## src/design/spimc_regs.vh

```
// Purpose: Constants for the serial port core.
// Assumes: 20 MHz system clock, one clock domain.
// Notes:   Included by the core and baud-rate divider design files.
`ifndef SPIMC_REGS_VH
`define SPIMC_REGS_VH

// ----------------------------------------------------------------
// Reset values
// ----------------------------------------------------------------
`define SPIMC_DIV_RST     16'h0002
`define SPIMC_EN_RST      1'b0
`define SPIMC_MASTER_RST  1'b0
`define SPIMC_CLOCK_POLARITY_SELECT_RST    1'b0
`define SPIMC_CLOCK_PHASE_SELECT_RST    1'b1
`define SPIMC_IRQEN_RST   1'b0
`define SPIMC_SYNC_RST    4'h4

// ----------------------------------------------------------------
// Counts
// ----------------------------------------------------------------
`define SPIMC_HALF_LAST   4'hf
`define SPIMC_BIT_LAST    4'h7
`define SPIMC_BIT_COUNT   4'h8
`define SPIMC_DIV_ONE     16'h0001

`endif

```

## src/design/spimc_core.v

```verilog
// Purpose: Byte-wide full-duplex four-wire serial port.
// Assumes: Control and status as plain ports, one clock.
// Notes:   Pins split into input, output and enable.
`timescale 1ns/1ps
`include "spimc_regs.vh"
module spimc_core #(
  parameter DIV_W = 16
) (
  input  wire             CLK_I,        // System clock, 20 MHz
  input  wire             RSTN_I,       // Synchronous reset, active low
  input  wire             CTL_WR_I,     // Control write strobe
  input  wire             CTL_EN_I,     // Port enable value
  input  wire             CTL_MASTER_I, // Master enable value
  input  wire             CTL_CLOCK_POLARITY_SELECT_I,   // Clock polarity value
  input  wire             CTL_CLOCK_PHASE_SELECT_I,   // Clock phase value
  input  wire             CTL_IRQEN_I,  // Interrupt enable value
  input  wire             STAT_RD_I,    // Status read strobe
  input  wire             TX_WR_I,      // Transmit shift write strobe
  input  wire [7:0]       TX_DATA_I,    // Transmit byte
  input  wire             DIV_LO_WR_I,  // Divisor low byte write
  input  wire             DIV_HI_WR_I,  // Divisor high byte write
  input  wire [7:0]       DIV_DATA_I,   // Divisor byte data
  input  wire             SCK_I,        // Serial clock pin in
  input  wire             SS_N_I,       // Slave select pin, active low
  input  wire             MOSI_I,       // MOSI pin in
  input  wire             MISO_I,       // MISO pin in
  output wire             SCK_O,        // Serial clock pin out
  output wire             SCK_OE_O,     // Serial clock drive enable
  output wire             MOSI_O,       // MOSI pin out
  output wire             MOSI_OE_O,    // MOSI drive enable
  output wire             MISO_O,       // MISO pin out
  output wire             MISO_OE_O,    // MISO drive enable
  output wire [7:0]       RX_DATA_O,    // Receive buffer
  output wire             EN_O,         // Port enable state
  output wire             MASTER_O,     // Master enable state
  output wire             CLOCK_POLARITY_SELECT_O,       // Polarity state
  output wire             CLOCK_PHASE_SELECT_O,       // Phase state
  output wire             IRQEN_O,      // Interrupt enable state
  output wire             MODE_FAULT_O, // Mode fault flag
  output wire             WR_COLL_O,    // Write collision flag
  output wire             DONE_O,       // Transfer done flag
  output wire             BUSY_O,       // Transfer in progress
  output wire             IRQ_O,        // Interrupt request, active high
  output wire [DIV_W-1:0] DIVISOR_O     // Divisor readback
);

  // ----------------------------------------------------------------
  // Input synchronisers and divider
  // ----------------------------------------------------------------
  wire [3:0] sync_q;
  wire       s_sck;
  wire       s_ss_n;
  wire       s_mosi;
  wire       s_miso;
  wire       tick;

  spimc_sync #(
    .W   (4),
    .RST (`SPIMC_SYNC_RST)
  ) u_sync (
    .clk_i  (CLK_I),
    .rstn_i (RSTN_I),
    .d_i    ({SCK_I, SS_N_I, MOSI_I, MISO_I}),
    .q_o    (sync_q)
  );

  assign s_sck  = sync_q[3];
  assign s_ss_n = sync_q[2];
  assign s_mosi = sync_q[1];
  assign s_miso = sync_q[0];

  spimc_brg #(
    .W (DIV_W)
  ) u_brg (
    .clk_i   (CLK_I),
    .rstn_i  (RSTN_I),
    .lo_wr_i (DIV_LO_WR_I),
    .hi_wr_i (DIV_HI_WR_I),
    .data_i  (DIV_DATA_I),
    .div_o   (DIVISOR_O),
    .tick_o  (tick)
  );

  // ----------------------------------------------------------------
  // State
  // ----------------------------------------------------------------
  reg       en_r,      en_nxt;
  reg       master_r,  master_nxt;
  reg       clock_polarity_select_r,    clock_polarity_select_nxt;
  reg       clock_phase_select_r,    clock_phase_select_nxt;
  reg       irqen_r,   irqen_nxt;
  reg       busy_r,    busy_nxt;
  reg [3:0] half_r,    half_nxt;
  reg [3:0] bits_r,    bits_nxt;
  reg [7:0] sh_r,      sh_nxt;
  reg [7:0] rxbuf_r,   rxbuf_nxt;
  reg       out_r,     out_nxt;
  reg       sck_r,     sck_nxt;
  reg       mode_fault_flag_r,    mode_fault_flag_nxt;
  reg       write_collision_flag_r,    write_collision_flag_nxt;
  reg       done_r,    done_nxt;
  reg       irq_r,     irq_nxt;
  reg       sck_oe_r,  sck_oe_nxt;
  reg       mosi_oe_r, mosi_oe_nxt;
  reg       miso_oe_r, miso_oe_nxt;
  // Edge history of the synchronised pins
  reg       sck_prev_r;
  reg       ss_prev_r;

  // ----------------------------------------------------------------
  // Edge decode
  // ----------------------------------------------------------------
  // Edges judged on synchronised pins, two to three clocks late
  wire sck_edge  = s_sck ^ sck_prev_r;
  wire lead_edge = sck_edge & (s_sck ^ clock_polarity_select_r);
  wire trail_edge = sck_edge & ~(s_sck ^ clock_polarity_select_r);
  wire selected  = ~s_ss_n;
  wire ss_fall   = ss_prev_r & s_ss_n == 1'b0;
  // Phase 0 samples on leading edge, phase 1 on trailing
  wire s_sample  = selected & (clock_phase_select_r ? trail_edge : lead_edge);
  wire s_drive   = selected & (clock_phase_select_r ? lead_edge : trail_edge);
  // Master: phase picks which half period samples
  wire m_sample  = tick & (half_r[0] == clock_phase_select_r);
  wire m_drive   = tick & (half_r[0] != clock_phase_select_r);
  wire s_start1  = clock_phase_select_r & ~busy_r & selected & lead_edge;
  wire s_start0  = ~clock_phase_select_r & ~busy_r & ss_fall;

  // ----------------------------------------------------------------
  // Transfer qualifiers
  // ----------------------------------------------------------------
  wire m_mode    = en_r & master_r;
  wire m_fault   = m_mode & ~s_ss_n;
  wire m_last    = tick & (half_r == `SPIMC_HALF_LAST);
  wire s_first   = s_start0 | s_start1;
  wire s_left    = bits_r != `SPIMC_BIT_COUNT;
  // New phase 1 frame must not see the old full count
  wire s_active  = (busy_r & s_left) | s_start1;
  wire s_last    = s_sample & (bits_r == `SPIMC_BIT_LAST);
  wire tx_coll   = TX_WR_I & (busy_r | s_first);
  wire tx_load   = TX_WR_I & ~tx_coll;
  wire m_launch  = tx_load & m_mode & s_ss_n;

  // ----------------------------------------------------------------
  // Next state
  // ----------------------------------------------------------------
  always @* begin
    en_nxt      = en_r;
    master_nxt  = master_r;
    clock_polarity_select_nxt    = clock_polarity_select_r;
    clock_phase_select_nxt    = clock_phase_select_r;
    irqen_nxt   = irqen_r;
    busy_nxt    = busy_r;
    half_nxt    = half_r;
    bits_nxt    = bits_r;
    sh_nxt      = sh_r;
    rxbuf_nxt   = rxbuf_r;
    out_nxt     = out_r;
    sck_nxt     = sck_r;
    mode_fault_flag_nxt    = mode_fault_flag_r;
    write_collision_flag_nxt    = write_collision_flag_r;
    done_nxt    = done_r;

    // Control fields taken whole on one strobe
    if (CTL_WR_I) begin
      en_nxt     = CTL_EN_I;
      master_nxt = CTL_MASTER_I;
      clock_polarity_select_nxt   = CTL_CLOCK_POLARITY_SELECT_I;
      clock_phase_select_nxt   = CTL_CLOCK_PHASE_SELECT_I;
      irqen_nxt  = CTL_IRQEN_I;
    end

    // Clear first so that a same-cycle set wins
    if (STAT_RD_I) begin
      mode_fault_flag_nxt = 1'b0;
      write_collision_flag_nxt = 1'b0;
      done_nxt = 1'b0;
    end

    if (!en_r) begin
      busy_nxt = 1'b0;
      sck_nxt  = clock_polarity_select_r;
    end else if (master_r) begin
      // Select low as master: abort, clear enable and master
      if (m_fault) begin
        mode_fault_flag_nxt   = 1'b1;
        en_nxt     = 1'b0;
        master_nxt = 1'b0;
        busy_nxt   = 1'b0;
        sck_nxt    = clock_polarity_select_r;
      end else if (busy_r) begin
        // Each divider tick is one serial half period
        if (tick) begin
          sck_nxt  = ~sck_r;
          half_nxt = half_r + 4'h1;
          if (m_drive) begin
            out_nxt = sh_r[7];
          end
          if (m_sample) begin
            sh_nxt = {sh_r[6:0], s_miso};
          end
          if (m_last) begin
            busy_nxt  = 1'b0;
            rxbuf_nxt = sh_nxt;
            done_nxt  = 1'b1;
          end
        end
      end else begin
        sck_nxt = clock_polarity_select_r;
      end
    end else begin
      sck_nxt = clock_polarity_select_r;
      if (s_first) begin
        busy_nxt = 1'b1;
        bits_nxt = 4'h0;
      end
      // Phase 0 refreshes bit 7 at select fall
      if (s_start0) begin
        out_nxt = sh_r[7];
      end
      // Phase 0 frame ends only when select rises
      if (!clock_phase_select_r && busy_r && !selected) begin
        busy_nxt = 1'b0;
      end
      if (s_active) begin
        if (s_drive) begin
          out_nxt = sh_r[7];
        end
        if (s_sample) begin
          sh_nxt   = {sh_r[6:0], s_mosi};
          bits_nxt = bits_r + 4'h1;
          if (s_last) begin
            rxbuf_nxt = sh_nxt;
            done_nxt  = 1'b1;
            if (clock_phase_select_r) begin
              busy_nxt = 1'b0;
            end
          end
        end
      end
    end

    // Write dropped whole while a frame runs or starts
    if (tx_coll) begin
      write_collision_flag_nxt = 1'b1;
    end
    if (tx_load) begin
      sh_nxt = TX_DATA_I;
      if (!clock_phase_select_r) begin
        out_nxt = TX_DATA_I[7];
      end
      if (m_launch) begin
        busy_nxt = 1'b1;
        half_nxt = 4'h0;
      end
    end
  end

  // ----------------------------------------------------------------
  // Pin enables and interrupt
  // ----------------------------------------------------------------
  always @* begin
    // Enables follow next state so pins and control agree
    sck_oe_nxt  = en_nxt & master_nxt;
    mosi_oe_nxt = en_nxt & master_nxt;
    miso_oe_nxt = en_nxt & ~master_nxt & selected;
    irq_nxt     = irqen_nxt & (mode_fault_flag_nxt | write_collision_flag_nxt | done_nxt);
  end

  // ----------------------------------------------------------------
  // Registers
  // ----------------------------------------------------------------
  // Every state bit clears on the synchronous reset except clock_phase_select_r and ss_prev_r, which set
  always @(posedge CLK_I) begin
    if (!RSTN_I) begin
      en_r       <= `SPIMC_EN_RST;
      master_r   <= `SPIMC_MASTER_RST;
      clock_polarity_select_r     <= `SPIMC_CLOCK_POLARITY_SELECT_RST;
      clock_phase_select_r     <= `SPIMC_CLOCK_PHASE_SELECT_RST;
      irqen_r    <= `SPIMC_IRQEN_RST;
      busy_r     <= 1'b0;
      half_r     <= 4'h0;
      bits_r     <= 4'h0;
      sh_r       <= 8'h00;
      rxbuf_r    <= 8'h00;
      out_r      <= 1'b0;
      sck_r      <= `SPIMC_CLOCK_POLARITY_SELECT_RST;
      mode_fault_flag_r     <= 1'b0;
      write_collision_flag_r     <= 1'b0;
      done_r     <= 1'b0;
      irq_r      <= 1'b0;
      sck_oe_r   <= 1'b0;
      mosi_oe_r  <= 1'b0;
      miso_oe_r  <= 1'b0;
      sck_prev_r <= 1'b0;
      ss_prev_r  <= 1'b1;
    end else begin
      en_r       <= en_nxt;
      master_r   <= master_nxt;
      clock_polarity_select_r     <= clock_polarity_select_nxt;
      clock_phase_select_r     <= clock_phase_select_nxt;
      irqen_r    <= irqen_nxt;
      busy_r     <= busy_nxt;
      half_r     <= half_nxt;
      bits_r     <= bits_nxt;
      sh_r       <= sh_nxt;
      rxbuf_r    <= rxbuf_nxt;
      out_r      <= out_nxt;
      sck_r      <= sck_nxt;
      mode_fault_flag_r     <= mode_fault_flag_nxt;
      write_collision_flag_r     <= write_collision_flag_nxt;
      done_r     <= done_nxt;
      irq_r      <= irq_nxt;
      sck_oe_r   <= sck_oe_nxt;
      mosi_oe_r  <= mosi_oe_nxt;
      miso_oe_r  <= miso_oe_nxt;
      sck_prev_r <= s_sck;
      ss_prev_r  <= s_ss_n;
    end
  end

  // ----------------------------------------------------------------
  // Outputs
  // ----------------------------------------------------------------
  assign SCK_O        = sck_r;
  assign SCK_OE_O     = sck_oe_r;
  // MOSI and MISO share one data flop; enables pick the pin
  assign MOSI_O       = out_r;
  assign MOSI_OE_O    = mosi_oe_r;
  assign MISO_O       = out_r;
  assign MISO_OE_O    = miso_oe_r;
  assign RX_DATA_O    = rxbuf_r;
  assign EN_O         = en_r;
  assign MASTER_O     = master_r;
  assign CLOCK_POLARITY_SELECT_O       = clock_polarity_select_r;
  assign CLOCK_PHASE_SELECT_O       = clock_phase_select_r;
  assign IRQEN_O      = irqen_r;
  assign MODE_FAULT_O = mode_fault_flag_r;
  assign WR_COLL_O    = write_collision_flag_r;
  assign DONE_O       = done_r;
  assign BUSY_O       = busy_r;
  assign IRQ_O        = irq_r;

endmodule

```

## src/design/spimc_sync.v

```verilog
// Purpose: Two-stage synchroniser for pin inputs.
// Assumes: Inputs asynchronous to CLK_I.
// Notes:   First stage feeds only the second stage.
`timescale 1ns/1ps
module spimc_sync #(
  parameter         W   = 4,
  parameter [W-1:0] RST = {W{1'b0}}
) (
  input  wire         clk_i,   // System clock
  input  wire         rstn_i,  // Synchronous reset, active low
  input  wire [W-1:0] d_i,     // Asynchronous inputs
  output reg  [W-1:0] q_o      // Synchronised outputs
);

  reg [W-1:0] meta_r;

  always @(posedge clk_i) begin
    if (!rstn_i) begin
      meta_r <= RST;
      q_o    <= RST;
    end else begin
      meta_r <= d_i;
      q_o    <= meta_r;
    end
  end

endmodule

```

## src/design/spimc_brg.v

```verilog
// Purpose: Baud-rate divider with end-of-count pulse.
// Assumes: Divisor written a byte at a time.
// Notes:   A byte write reloads and restarts the count.
`timescale 1ns/1ps
`include "spimc_regs.vh"
module spimc_brg #(
  parameter W = 16
) (
  input  wire         clk_i,    // System clock
  input  wire         rstn_i,   // Synchronous reset, active low
  input  wire         lo_wr_i,  // Write low divisor byte
  input  wire         hi_wr_i,  // Write high divisor byte
  input  wire [7:0]   data_i,   // Divisor byte data
  output reg  [W-1:0] div_o,    // Divisor readback
  output reg          tick_o    // End-of-count pulse
);

  reg  [W-1:0] cnt_r;
  wire [W-1:0] div_nxt;

  assign div_nxt = lo_wr_i ? {div_o[W-1:8], data_i} :
                   hi_wr_i ? {data_i, div_o[7:0]} : div_o;

  always @(posedge clk_i) begin
    if (!rstn_i) begin
      div_o  <= `SPIMC_DIV_RST;
      cnt_r  <= `SPIMC_DIV_RST;
      tick_o <= 1'b0;
    end else begin
      div_o  <= div_nxt;
      tick_o <= 1'b0;
      if (lo_wr_i || hi_wr_i) begin
        cnt_r <= div_nxt;
      end else if (cnt_r <= `SPIMC_DIV_ONE) begin
        cnt_r  <= div_o;
        tick_o <= 1'b1;
      end else begin
        cnt_r <= cnt_r - `SPIMC_DIV_ONE;
      end
    end
  end

endmodule

```

## config.mk

```make
export PLATFORM = sky130hd
export DESIGN_NAME = spimc_core
export DESIGN_NICKNAME = d
export VERILOG_FILES = /design/src/design/spimc_core.v /design/src/design/spimc_sync.v /design/src/design/spimc_brg.v
export VERILOG_INCLUDE_DIRS = /design/src /design/src/design
export SDC_FILE = /design/constraint.sdc
export NUM_CORES = 1
export LEC_CHECK = 0
export CAP_MARGIN = 10
export CORE_MARGIN = 1
export CORE_UTILIZATION = 68
export DETAILED_ROUTE_END_ITERATION = 8
export DONT_BUFFER_PORTS = 1
export GPL_ROUTABILITY_DRIVEN = 0
export PLACE_DENSITY_LB_ADDON = 0.3
export SLEW_MARGIN = 20
export SYNTH_ARGS = -nofsm -noshare
export SYNTH_HDL_FRONTEND = slang
export SYNTH_SLANG_ARGS = --single-unit
```

## constraint.sdc

```tcl
create_clock -name CLK_I -period 3.9 [get_ports CLK_I]
set_input_delay 0.39 -clock CLK_I [delete_from_list [all_inputs] [get_ports CLK_I]]
set_output_delay 0.39 -clock CLK_I [all_outputs]
set_load 0.02 [all_outputs]
```

==> flow_summary.yaml <==
clock_network:
  tritoncts_clock_tree: "yes"
  htreeDepth: 3
  tritoncts.num_buffers: 9
  cts_resized: 0
  cts_sinks: 81
  worst_case_clock_buffer_depth: 2
  postCtsSetupRepairBufs: 0
  clk_pin_slew_ns: 0.08
  worst_skew_pair.late_latency_ns: 0.36
  cts-root-buf: "clkbuf_8"
  cts_hold_buf: 0
detailed_routing:
  routed_wire_length_per_instance_um: 19.07
  dr_pass1_iterations: 5
  drt_iter0_drc: 261
  drt-total-wl_mm: 9.876
  vias: 3512
  route.detailed.drc: 0
  drtAntennaViolNets: 0
  vias_per_cell: 6.780
global_routing:
  maximum_number_of_pins_on_one_net_before_global_route_repair: 43
  first_global_vias: 3257
  global_route.overflow_total: 0
  global_route.peak_usage_layer: "met2"
  global_route.usage.met1_pct: 36.77
  grt.total_usage_pct: 33.02
  grtUsageMet3_pct: 7.326
  grt_antenna_before_repair: 0
  wire_length_of_the_first_global_routing_pass_mm: 15.66
  gr-usage-met2_pct: 57.13
sta:
  timing.final.hold_violations: 0
  final_period_minus_worst_setup_slack_ns: 2.395
  worst_clock_skew_ns: 0.008320
  min_period_over_period_pct: 61.42
  maxClockFrequency_mhz: 417.5
  drv_slew: 0
  max_slew_margin_pct: 34.03
  worst_slack_ns: 1.505
  setup-violations-final: 0
  rsz_0062_raised_after_global_routing: "false"
  fin_tns_setup_ns: 0
  timing_worst_slew_pin_value_ns: 0.9875
layout:
  layout.cells.most_common: "dfxtp_1"
  mostFrequentLayoutCells: "81 x dfxtp_1, 38 x nand2_1, 37 x nor2_1, 22 x a21oi_1, 22 x o21ai_0"
  fin_area_um2: 4174
  nets_final: 479
  syn2layout_area_growth_pct: 4.380
  final_layout_size_suffix_gt1_share_pct: 8.072
  fillers: 419
  post_layout_nonfiller_instances: 518
  antenna_cells_inserted: 0
yosys:
  ys_ff_latch: 81
  synth.mux.area_fraction_pct: 6.414
  synth_top_family_by_area: "simple AND/OR/NAND/NOR gates"
  yosys_warnings: 0
  post_synth_fa_ha_maj_area_fraction_pct: 1.564
  synthFlopType: "dfxtp_1"
  ys_seq_area_share_pct: 40.55
  synth_compound_gate_area_share_pct: 21.31
  ys_async_sr_fraction_pct: 0
  post_synth_num_cell_types: 70
  synth.net_count: 495
  synth_area_leader_cell: "dfxtp_1"
  synthXorXnorAreaFrac_pct: 2.628
  yosys.area_share.simple_pct: 22.75
  yosys.area.top_type_share_pct: 40.55
  synth_top_cells_by_area: "dfxtp_1 41%, mux2i_1 5.0%, nand2_1 3.6%, nor2_1 3.5%, a21oi_1 2.8%"
  netlist_area_um2: 3999
  avgSynthCellArea_um2: 8.731
  number_of_enable_type_register_cells_in_the_synthesized_netlist: 0
  post_synth_inst_count: 458
run:
  timing.max_cap.violations: 0
status:
  status: "complete, no violations"
worst_hold_path:
  hold_class: "input pin to flop"
  hold_depth: 1
  whs_endpoint: "u_sync.meta_r[2]"
  hold_path_startpoint: "RSTN_I"
worst_setup_path:
  reg2reg_setup_slack_ns: 1.50
  worstPathArrival_ns: 2.64
  reg2reg_to: "sh_r[0]"
  worst_path_required_time_ns: 4.15
  crit_path_start: "CLOCK_PHASE_SELECT_O"
  timing.critical_path.to_type: "flop"
  critical_path.max_fanout: 8
  cp-start-kind: "flop"
  crit_type: "flop to flop"
  ff2ff_path_depth: 5
  worst_r2r_startpoint: "CLOCK_PHASE_SELECT_O"
power:
  worst_ir_drop_vdd_mv: 0.3307
  p_leak_nw: 1.589
  power_per_cell_area_nw_per_um2: 427.9
place:
  placed_cell_area_um2: 3965
  place.detailed.hpwl_mm: 6.856
  buffer_ports.inserted: 0
  place.detailed.instances: 503
  post-place-ws_ns: 1.604
die:
  io_pins: 72
  floorplan.die_area_um2: 6191
  floorplan.initialDensity_pct: 71.74
  die_x_um: 78.69
  die_y_um: 78.69
  std_cell_rows: 27
  placeableCoreArea_um2: 5574
## registers in the layout, summed over array words and instances (netlist names), 4 cells and up
register,count
bits_r,4
half_r,4
u_brg.div_o,16
sh_r,8
u_sync.q_o,4
u_brg.cnt_r,16
u_sync.meta_r,4
RX_DATA_O,8
## cell type report
class                           instances  area (µm²)  share of cell area [%]
Inverter                               16       60.06                   1.439
Multi-Input combinational cell        333        2186                   52.37
Clock buffer                           10       127.6                   3.058
Timing Repair Buffer                    1       7.507                  0.1799
Clock inverter                          5       81.33                   1.948
Tap cell                               72       90.09                   2.158
Sequential cell                        81        1622                   38.85
## metrics by stage
step	power (W)	hold slack, ns	util (%)
after floorplan	0.001096	0.3863	-
after global placement	0.001116	0.3931	71.13
after detailed placement	0.001124	0.3972	71.13
after CTS	0.001779	0.09722	74.88
after global routing	0.001841	0.1051	74.88
final	0.001786	0.1053	74.88
## how the worst max path moves through the flow
stage / to / slack, ns
floorplan: sh_r[5] / 1.84
global placement: sh_r[5] / 1.62
detailed placement: sh_r[5] / 1.60
CTS: sh_r[5] / 1.54
global route: sh_r[7] / 1.21
finish: sh_r[0] / 1.50
## worst max-delay path, cell delays in order (launching register included)
cell,delay (ns)
dfxtp_1,0.66
xnor2_1,0.27
mux2i_1,0.17
nor3_1,0.65
nor3_4,0.12
a221o_2,0.41
## where the power goes
| group | switching [W] | internal, W | leakage, nW |
|---|---|---|---|
| Combinational | 0.000104 | 0.0000814 | 0.824 |
| Sequential | 0.0000651 | 0.000863 | 0.663 |
| Clock | 0.000315 | 0.000357 | 0.102 |
| Total | 0.000484 | 0.00130 | 1.59 |
## Yosys cell counts (3+ instances only)
cell type,instances
a22oi_1,8
o21a_1,3
xnor2_1,10
o211ai_1,5
or3_1,5
and3_1,5
o31ai_1,6
buf_4,4
nand3_1,11
mux2i_1,20
mux2_2,5
a211oi_1,13
nor4_1,3
a211o_2,6
o22ai_1,3
clkbuf_1,19
nor2_1,37
nor3_1,19
nand2_1,38
o32ai_1,4
and2_1,14
ha_1,5
nand3b_1,6
inv_1,15
nand4_1,5
nand2b_1,7
nor2b_1,7
a21oi_1,22
dfxtp_1,81
o21ai_0,22
## cell families (layout without fill, tap and decap cells)
group,after synthesis,count (layout)
AOI/OAI and AO/OA,118,118
muxes,25,25
buffers and inverters,44,32
and+or+nand+nor,173,173
xor gates and xnor gates,12,12
DFF,81,81
adders and majority gates,5,5
## routing by layer
metal / part of all wire (%) / vias to the layer above
li1: - / 1634
met5: 0 / -
met1: 38 / 1668
met4: 3.7 / 0
met3: 8.3 / 38
met2: 50 / 172
No activity file was read; power rests on OpenSTA's default activity.
